[src/rtl/epiu_pkg.sv]
// Shared definitions for the external pin interrupt unit: register offsets,
// field positions, writable-bit masks, reset values and the carrier structs.
// Assumes a single system clock and an eight-bit register port.
package epiu_pkg;

    // Register offsets on the register port.
    localparam logic [5:0] OFF_MASK0     = 6'h09;  // Pin-change mask, group 0.
    localparam logic [5:0] OFF_MASK1     = 6'h0C;  // Pin-change mask, group 1.
    localparam logic [5:0] OFF_MASK2     = 6'h1A;  // Pin-change mask, group 2.
    localparam logic [5:0] OFF_EVT_STAT  = 6'h30;  // Sticky event status, cleared by read.
    localparam logic [5:0] OFF_EVT_MASK  = 6'h31;  // Event interrupt mask.
    localparam logic [5:0] OFF_SENSE     = 6'h35;  // Sense control.
    localparam logic [5:0] OFF_FLAGS     = 6'h3A;  // Interrupt flags.
    localparam logic [5:0] OFF_ENABLE    = 6'h3B;  // Interrupt enable mask.

    // Bit positions shared by the enable, flag and event registers.
    localparam int BIT_DED = 0;  // Dedicated pin source.
    localparam int BIT_G0  = 4;  // Pin-change group 0.
    localparam int BIT_G1  = 5;  // Pin-change group 1.
    localparam int BIT_G2  = 6;  // Pin-change group 2.
    localparam int SENSE_LSB = 6;  // Low bit of the sense select field.

    // Writable-bit masks; all other bits read as zero.
    localparam logic [7:0] RW_MASK0 = 8'hFF;
    localparam logic [7:0] RW_MASK1 = 8'h0F;
    localparam logic [7:0] RW_MASK2 = 8'h3F;
    localparam logic [7:0] RW_SENSE = 8'hC0;
    localparam logic [7:0] RW_SRC   = 8'h71;  // Enable, flag and event layout.

    // Reset value of every register.
    localparam logic [7:0] RST_REG = 8'h00;

    // Vector request indices.
    localparam int VEC_DED = 0;
    localparam int VEC_G0  = 1;
    localparam int VEC_G1  = 2;
    localparam int VEC_G2  = 3;

    // Sense select encodings for the dedicated pin.
    typedef enum logic [1:0] {
        SENSE_LOW  = 2'b00,
        SENSE_ANY  = 2'b01,
        SENSE_FALL = 2'b10,
        SENSE_RISE = 2'b11
    } epiu_sense_e;

    // External pins watched by the unit.
    typedef struct packed {
        logic [17:0] change_input;       // Pin-change inputs 17 to 0.
        logic        dedicated_ext_irq;  // Dedicated interrupt pin.
    } epiu_pins_s;

    // One register port request.
    typedef struct packed {
        logic [5:0] addr;
        logic [7:0] wdata;
        logic       wr;
        logic       rd;
    } epiu_bus_s;

    // Whole state of the unit.
    typedef struct packed {
        epiu_pins_s  sync1;      // First synchroniser stage.
        epiu_pins_s  sync2;      // Second synchroniser stage.
        epiu_pins_s  prev;       // Previous sample for edge detection.
        epiu_sense_e sense;      // Sense select field.
        logic [7:0]  enable;     // Interrupt enable mask.
        logic [7:0]  flags;      // Interrupt flags.
        logic [7:0]  mask0;      // Group 0 pin mask.
        logic [7:0]  mask1;      // Group 1 pin mask.
        logic [7:0]  mask2;      // Group 2 pin mask.
        logic [7:0]  evt_stat;   // Sticky event status.
        logic [7:0]  evt_mask;   // Event interrupt mask.
        logic [7:0]  rdata;      // Read data.
        logic [3:0]  vec_req;    // Vector requests.
        logic        irq;        // Event interrupt output.
        logic        wake;       // Wake request.
    } epiu_state_s;

endpackage

[src/rtl/epiu_top.sv]
// External pin interrupt unit: one dedicated pin with level or edge sensing
// and three pin-change groups over eighteen inputs, with flags, enables and
// vector requests. Assumes pins are synchronous to clk_sys and that the core
// supplies its global enable and pulses an acknowledge on vector entry.
`timescale 1ns/100ps

// Operation
// - Sense field selects low, change, fall, rise.
// - Dedicated request needs global and own enable.
// - Sample pin; longer pulses always produce requests.
// - Reserved bits always read as zero.
// - Group 2 enable gates inputs 17 to 12.
// - Group 1 enable gates inputs 11 to 8.
// - Group 0 enable gates inputs 7 to 0.
// - Dedicated enable bit 0; outputs still trigger.
// - Group flags set on unmasked pin change.
// - Flags clear on vector entry or write-one.
// - Set flag plus enables requests its vector.
// - Dedicated flag sets on edge, cleared in level.
// - Mask 2 bits enable inputs 17 to 12.
// - Mask 1 bits enable inputs 11 to 8.
// - Mask 0 bits enable inputs 7 to 0.
// - Pin-change detection can wake from sleep.
// - Low-level detection also wakes without edges.
module epiu_top (
    // Clock and reset.
    input  wire logic                clk_sys,
    input  wire logic                nrst,
    // External pins.
    input  wire epiu_pkg::epiu_pins_s pins,
    // Register port.
    input  wire epiu_pkg::epiu_bus_s  bus,
    output logic [7:0]               rdata,
    // CPU core side.
    input  wire logic                cpu_global_en,
    input  wire logic [3:0]          vec_ack,
    output logic [3:0]               vec_req,
    // Event interrupt and wake.
    output logic                     irq,
    output logic                     wake_req
);

    // Register and next-state copy of the whole unit.
    epiu_pkg::epiu_state_s s_ff;
    epiu_pkg::epiu_state_s nxt_s;

    // Detection results, visible to the checks below.
    logic [17:0] pin_chg;    // Per-pin change between samples.
    logic        ded_evt;    // Qualifying edge on the dedicated pin.
    logic        g0_evt;     // Unmasked change in group 0.
    logic        g1_evt;     // Unmasked change in group 1.
    logic        g2_evt;     // Unmasked change in group 2.
    logic [7:0]  set_vec;    // Flag set pattern.
    logic [7:0]  clr_vec;    // Flag clear pattern.
    logic        level_low;  // Level mode with the pin low.

    // True when a strobe addresses the given offset.
    function automatic logic hit(input logic strobe, input logic [5:0] addr, input logic [5:0] off);
        hit = strobe && (addr == off);
    endfunction

    // Places one bit at a source position of the shared layout.
    function automatic logic [7:0] at_bit(input logic v, input int pos);
        at_bit = {7'h00, v} << pos;
    endfunction

    // Next-state logic for the whole unit.
    always_comb begin
        nxt_s = s_ff;
        // Pins pass through two stages; the first is read only by the second.
        nxt_s.sync1 = pins;
        nxt_s.sync2 = s_ff.sync1;
        nxt_s.prev  = s_ff.sync2;

        // Change detection compares the synchronised sample with the previous one.
        pin_chg = s_ff.sync2.change_input ^ s_ff.prev.change_input;
        g0_evt  = |(pin_chg[7:0] & s_ff.mask0);
        g1_evt  = |(pin_chg[11:8] & s_ff.mask1[3:0]);
        g2_evt  = |(pin_chg[17:12] & s_ff.mask2[5:0]);

        // Dedicated pin decode of the sense field.
        unique case (s_ff.sense)
            epiu_pkg::SENSE_LOW: begin
                // Level mode never sets the flag.
                ded_evt = 1'b0;
            end
            epiu_pkg::SENSE_ANY: begin
                // Any change on the pin.
                ded_evt = s_ff.sync2.dedicated_ext_irq ^ s_ff.prev.dedicated_ext_irq;
            end
            epiu_pkg::SENSE_FALL: begin
                // High to low only.
                ded_evt = !s_ff.sync2.dedicated_ext_irq && s_ff.prev.dedicated_ext_irq;
            end
            epiu_pkg::SENSE_RISE: begin
                // Low to high only.
                ded_evt = s_ff.sync2.dedicated_ext_irq && !s_ff.prev.dedicated_ext_irq;
            end
        endcase
        level_low = (s_ff.sense == epiu_pkg::SENSE_LOW) && !s_ff.sync2.dedicated_ext_irq;

        // Flags: hardware sets win over software or vector-entry clears.
        set_vec = at_bit(ded_evt, epiu_pkg::BIT_DED) | at_bit(g0_evt, epiu_pkg::BIT_G0)
                | at_bit(g1_evt, epiu_pkg::BIT_G1) | at_bit(g2_evt, epiu_pkg::BIT_G2);
        clr_vec = at_bit(vec_ack[epiu_pkg::VEC_DED], epiu_pkg::BIT_DED)
                | at_bit(vec_ack[epiu_pkg::VEC_G0], epiu_pkg::BIT_G0)
                | at_bit(vec_ack[epiu_pkg::VEC_G1], epiu_pkg::BIT_G1)
                | at_bit(vec_ack[epiu_pkg::VEC_G2], epiu_pkg::BIT_G2);
        if (hit(bus.wr, bus.addr, epiu_pkg::OFF_FLAGS)) begin
            // Writing one clears, writing zero leaves the flag alone.
            clr_vec = clr_vec | bus.wdata;
        end
        nxt_s.flags = ((s_ff.flags & ~clr_vec) | set_vec) & epiu_pkg::RW_SRC;
        if (s_ff.sense == epiu_pkg::SENSE_LOW) begin
            // Level sensing holds the dedicated flag cleared.
            nxt_s.flags[epiu_pkg::BIT_DED] = 1'b0;
        end

        // Register writes keep only the writable bits.
        if (hit(bus.wr, bus.addr, epiu_pkg::OFF_SENSE)) begin
            nxt_s.sense = epiu_pkg::epiu_sense_e'(bus.wdata[epiu_pkg::SENSE_LSB +: 2]);
        end
        if (hit(bus.wr, bus.addr, epiu_pkg::OFF_ENABLE)) begin
            nxt_s.enable = bus.wdata & epiu_pkg::RW_SRC;
        end
        if (hit(bus.wr, bus.addr, epiu_pkg::OFF_MASK0)) begin
            nxt_s.mask0 = bus.wdata & epiu_pkg::RW_MASK0;
        end
        if (hit(bus.wr, bus.addr, epiu_pkg::OFF_MASK1)) begin
            nxt_s.mask1 = bus.wdata & epiu_pkg::RW_MASK1;
        end
        if (hit(bus.wr, bus.addr, epiu_pkg::OFF_MASK2)) begin
            nxt_s.mask2 = bus.wdata & epiu_pkg::RW_MASK2;
        end
        if (hit(bus.wr, bus.addr, epiu_pkg::OFF_EVT_MASK)) begin
            nxt_s.evt_mask = bus.wdata & epiu_pkg::RW_SRC;
        end

        // Event status: a read clears it, but an event in that cycle survives.
        if (hit(bus.rd, bus.addr, epiu_pkg::OFF_EVT_STAT)) begin
            nxt_s.evt_stat = set_vec;
        end else begin
            nxt_s.evt_stat = s_ff.evt_stat | set_vec;
        end
        nxt_s.irq = |(nxt_s.evt_stat & nxt_s.evt_mask);

        // Read data stand for one cycle after the strobe; unmapped reads give zero.
        nxt_s.rdata = epiu_pkg::RST_REG;
        if (bus.rd) begin
            unique case (bus.addr)
                epiu_pkg::OFF_MASK0: begin
                    nxt_s.rdata = s_ff.mask0;
                end
                epiu_pkg::OFF_MASK1: begin
                    nxt_s.rdata = s_ff.mask1;
                end
                epiu_pkg::OFF_MASK2: begin
                    nxt_s.rdata = s_ff.mask2;
                end
                epiu_pkg::OFF_EVT_STAT: begin
                    nxt_s.rdata = s_ff.evt_stat;
                end
                epiu_pkg::OFF_EVT_MASK: begin
                    nxt_s.rdata = s_ff.evt_mask;
                end
                epiu_pkg::OFF_SENSE: begin
                    nxt_s.rdata = {s_ff.sense, 6'h00};
                end
                epiu_pkg::OFF_FLAGS: begin
                    nxt_s.rdata = s_ff.flags;
                end
                epiu_pkg::OFF_ENABLE: begin
                    nxt_s.rdata = s_ff.enable;
                end
                default: begin
                    nxt_s.rdata = epiu_pkg::RST_REG;
                end
            endcase
        end

        // Group vector requests need the global enable, the source enable and a flag.
        nxt_s.vec_req[epiu_pkg::VEC_G0] = cpu_global_en && nxt_s.enable[epiu_pkg::BIT_G0]
                                        && nxt_s.flags[epiu_pkg::BIT_G0];
        nxt_s.vec_req[epiu_pkg::VEC_G1] = cpu_global_en && nxt_s.enable[epiu_pkg::BIT_G1]
                                        && nxt_s.flags[epiu_pkg::BIT_G1];
        nxt_s.vec_req[epiu_pkg::VEC_G2] = cpu_global_en && nxt_s.enable[epiu_pkg::BIT_G2]
                                        && nxt_s.flags[epiu_pkg::BIT_G2];
        // The dedicated source requests on its flag, or for as long as the level is low.
        // Pins driven by this chip as outputs still arrive here, giving software interrupts.
        nxt_s.vec_req[epiu_pkg::VEC_DED] = cpu_global_en && nxt_s.enable[epiu_pkg::BIT_DED]
                                         && (nxt_s.flags[epiu_pkg::BIT_DED] || level_low);

        // Wake request ignores the global enable so that a sleeping core can be roused.
        nxt_s.wake = (level_low && s_ff.enable[epiu_pkg::BIT_DED])
                   || (g0_evt && s_ff.enable[epiu_pkg::BIT_G0])
                   || (g1_evt && s_ff.enable[epiu_pkg::BIT_G1])
                   || (g2_evt && s_ff.enable[epiu_pkg::BIT_G2]);
    end

    // State register; every field resets to zero.
    always_ff @(posedge clk_sys or negedge nrst) begin
        if (!nrst) begin
            s_ff <= '0;
        end else begin
            s_ff <= nxt_s;
        end
    end

    // Outputs come straight from the state register.
    assign rdata    = s_ff.rdata;
    assign vec_req  = s_ff.vec_req;
    assign irq      = s_ff.irq;
    assign wake_req = s_ff.wake;
endmodule // epiu_top

[config.mk]
export PLATFORM = sky130hd
export DESIGN_NAME = epiu_top
export DESIGN_NICKNAME = d
export VERILOG_FILES = /design/src/rtl/epiu_pkg.sv /design/src/rtl/epiu_top.sv
export SDC_FILE = /design/constraint.sdc
export NUM_CORES = 1
export LEC_CHECK = 0
export BUFFER_PORTS_ARGS = -buffer_cell sky130_fd_sc_hd__buf_2
export CAP_MARGIN = 20
export CELL_PAD_IN_SITES_DETAIL_PLACEMENT = 0
export CELL_PAD_IN_SITES_GLOBAL_PLACEMENT = 1
export CORE_UTILIZATION = 50
export CTS_CLUSTER_SIZE = 16
export DETAILED_ROUTE_END_ITERATION = 16
export PLACE_DENSITY = 0.83
export REMOVE_ABC_BUFFERS = 1
export SLEW_MARGIN = 15
export SYNTH_ARGS = -nofsm -noshare
export SYNTH_HDL_FRONTEND = slang
export SYNTH_SLANG_ARGS = --single-unit
[constraint.sdc]
create_clock -name clk_sys -period 3.45 [get_ports clk_sys]
set_input_delay 0.5175 -clock clk_sys [delete_from_list [all_inputs] [get_ports clk_sys]]
set_output_delay 0.5175 -clock clk_sys [all_outputs]
set_load 0.01 [all_outputs]
==> flow_metrics.env <==
export IMPL_htree_levels=4
export IMPL_start_util_pct=52.06
export IMPL_r2r_slack_ns=1.74
export IMPL_crit_arrival_ns=2.28
export IMPL_crit_required_ns=3.81
export IMPL_synth_top_area_share_pct=66.61
export IMPL_synth_top_flop_cell="dfrtp_1"
export IMPL_ios=56
export IMPL_drt_iter0_drc=167
export IMPL_clkLatencyLatePin_ns=0.51
export IMPL_crit_chain="buf_2 -> and4bb_1 -> and3_1 -> mux2_2 -> a222oi_1 -> o211ai_1"
export IMPL_grt_overflow=0
export IMPL_row_count=33
export IMPL_grt_max_degree=61
export IMPL_gp_congestion=0.8407
export IMPL_clockBufferDepth=2
export IMPL_ctsHoldBuffers=0
export IMPL_ctsRootBufferMaster="clkbuf_8"
export IMPL_min_path_type="in -> async"
export IMPL_drive_gt1_share_pct=33.42
export IMPL_p_leak_nw=2.471
export IMPL_clkSinkCount=115
export IMPL_worst_r2r_cell_count=6
export IMPL_slew_viol_final=0
export IMPL_cap_violations=0
export IMPL_worst_slew_pin_slew_ns=0.7364
export IMPL_area_growth_pct=21.31
export IMPL_cp_end_kind="flip-flop"
export IMPL_hpwl_um=5887
export IMPL_ys_types=42
export IMPL_ir_worst_vdd_mv=0.4971
export IMPL_cpPeakStageDelay_ns=0.44
export IMPL_fill_cells=616
export IMPL_die_area_mm2=0.009016
export IMPL_wl_per_cell_um=17.85
export IMPL_cts_setup_buffers=0
export IMPL_status="complete, no violations"
export IMPL_vias=2693
export IMPL_crit_fanout=9
export IMPL_crit_type="in -> reg"
export IMPL_synth_edf_count=0
export IMPL_syn_area_mm2=0.004320
export IMPL_cts_repair_resized=0
export IMPL_grt_pass1_vias=2821
export IMPL_setup_tns_ns=0
export IMPL_post_route_drc_count=0
export IMPL_cts_made_buffers=17
export IMPL_syn_avg_cell_area_um2=14.21
export IMPL_core_area_mm2=0.008299
export IMPL_async_flop_share_pct=100.0
export IMPL_crit_path_start_kind="input pin"
export IMPL_synth_cells=304
export IMPL_max_freq_mhz=520.9
export IMPL_io_buffers=55
export IMPL_path_depth=6
export IMPL_vias_per_cell=5.587
export IMPL_fin_crit_sh_pct=55.64
export IMPL_synth_seq_cells=115
export IMPL_power_density_mw_per_mm2=669.4
export IMPL_post_synth_top_count_cell="dfrtp_1"
export IMPL_hold_violations=0
export IMPL_ant_nets=0
export IMPL_startpoint="bus[12]"
export IMPL_post_dp_cell_area_mm2=0.004641
export IMPL_n_antenna_cell=0
export IMPL_setup_viol=0
export IMPL_yosys_warnings=0
export IMPL_cp_endpoint="irq$_DFF_PN0_"
export IMPL_post_route_cell_area_mm2=0.005241
export IMPL_finalNetCount=408
export IMPL_final_util_pct=63.15
export IMPL_routed_wl_um=8606
export IMPL_rsz0062_at_grt="no"
export IMPL_antenna_found_initial=0
export IMPL_synth_common_cells="dfrtp_1, mux2_2, a22oi_1"
export IMPL_cp_slowest_cell="and3_1"
export IMPL_grt_use_total_pct=21.59
export IMPL_synth_seq_area_share_pct=66.61
export IMPL_fp_dieW_um=94.96
export IMPL_cts_tree="done"
export IMPL_path_clk_slew_ns=0.05
export IMPL_yosysTopAreaCell="dfrtp_1"
export IMPL_path_buf_inv=1
export IMPL_r2r_end="irq$_DFF_PN0_"
export IMPL_synth_area_top_cells="dfrtp_1, mux2_2, a22oi_1, xor2_1, buf_4"
export IMPL_p_total_w=0.003509
export IMPL_grt_pass1_wl_um=13950
export IMPL_r2r_start="nxt_s[72]$_DFF_PN0_"
export IMPL_first_pass_iters=5
export IMPL_cp_top_family="simple AND/OR/NAND/NOR gates"
export IMPL_max_slew_margin_pct=50.91
export IMPL_dieHeight_um=94.96
export IMPL_period_needed_ns=1.920
export IMPL_fin_worst_skew_ns=0.007684
-- registers in the layout, indices dropped and copies added (netlist names) --
register,count
vec_req,4
nxt_s,38
wake_req,1
s_ff,63
rdata,8
irq,1
-- through the flow --
stage          instances  hold slack (ns)  setup WS, ns
3_5_place_dp         450           0.3347         1.042
5_1_grt              482          0.08532         1.405
3_3_place_gp         450           0.3312         1.100
2_1_floorplan        286           0.2219         1.371
4_1_cts              482          0.09172         1.579
6_report             482          0.07239         1.530
-- routing by layer --
metal	track usage, %	up-vias	share of wire [%]
met5	0	-	0
met4	8.081	0	1.5
met3	8.293	13	6.6
met2	33.63	97	50
met1	27.42	1371	42
li1	-	1212	-
-- cell usage in the layout, fill, tap and decap left out, types with 2 or more instances in the layout --
master      instances
nor4b_1             2
clkinv_2            2
xor2_1             18
nor2b_1             7
nand3_1             5
a21o_1              2
and3_1              4
clkbuf_8            3
clkinvlp_4          5
inv_1               9
nand2b_1            2
a222oi_1            5
a22oi_1            25
a31oi_1             7
clkbuf_16          16
o211ai_1            2
bufinv_16           3
buf_4               5
buf_2              54
nor3b_2             3
a31o_2              3
nand2_1            14
dfrtp_1           115
ha_1                2
o21ai_0             2
and2_1              8
mux2_2             27
a21oi_1             5
nor2_1              2
-- final cells by class --
cell class / instances / area [um2] / area share (%)
clock inverter: 12 / 155.1 / 2.960
tap: 105 / 131.4 / 2.507
timing repair buffer: 59 / 307.8 / 5.873
inverter: 9 / 33.78 / 0.6445
sequential: 115 / 2878 / 54.91
multi-input combinational: 162 / 1290 / 24.61
clock buffer: 20 / 445.4 / 8.498
-- worst min path at each step --
stage	startpoint	end
floorplan	nrst	irq$_DFF_PN0_
global placement	nxt_s[100]$_DFF_PN0_	nxt_s[81]$_DFF_PN0_
detailed placement	nxt_s[93]$_DFF_PN0_	nxt_s[74]$_DFF_PN0_
CTS	nrst	nxt_s[92]$_DFF_PN0_
global route	pins[18]	nxt_s[109]$_DFF_PN0_
finish	nrst	nxt_s[92]$_DFF_PN0_
-- where the power goes --
group / leakage (nW) / internal [W] / total [W] / switching [W]
logic: 0.768 / 0.000116 / 0.000244 / 0.000128
clock network: 0.280 / 0.00114 / 0.00173 / 0.000597
registers: 1.42 / 0.00146 / 0.00153 / 0.0000744
total: 2.47 / 0.00271 / 0.00351 / 0.000800
-- cells by family after synthesis --
| family | Yosys count | share of synthesized area, % |
|---|---|---|
| AO/OA/AOI/OAI | 57 | 9.904 |
| XOR/XNOR | 18 | 3.649 |
| adder cells (fa/ha/maj) | 2 | 0.5791 |
| buffers and inverters | 27 | 3.533 |
| flip-flops | 115 | 66.61 |
| multiplexers | 28 | 7.385 |
| AND/OR/NAND/NOR | 57 | 8.341 |
No activity file was read; power rests on OpenSTA's default activity.
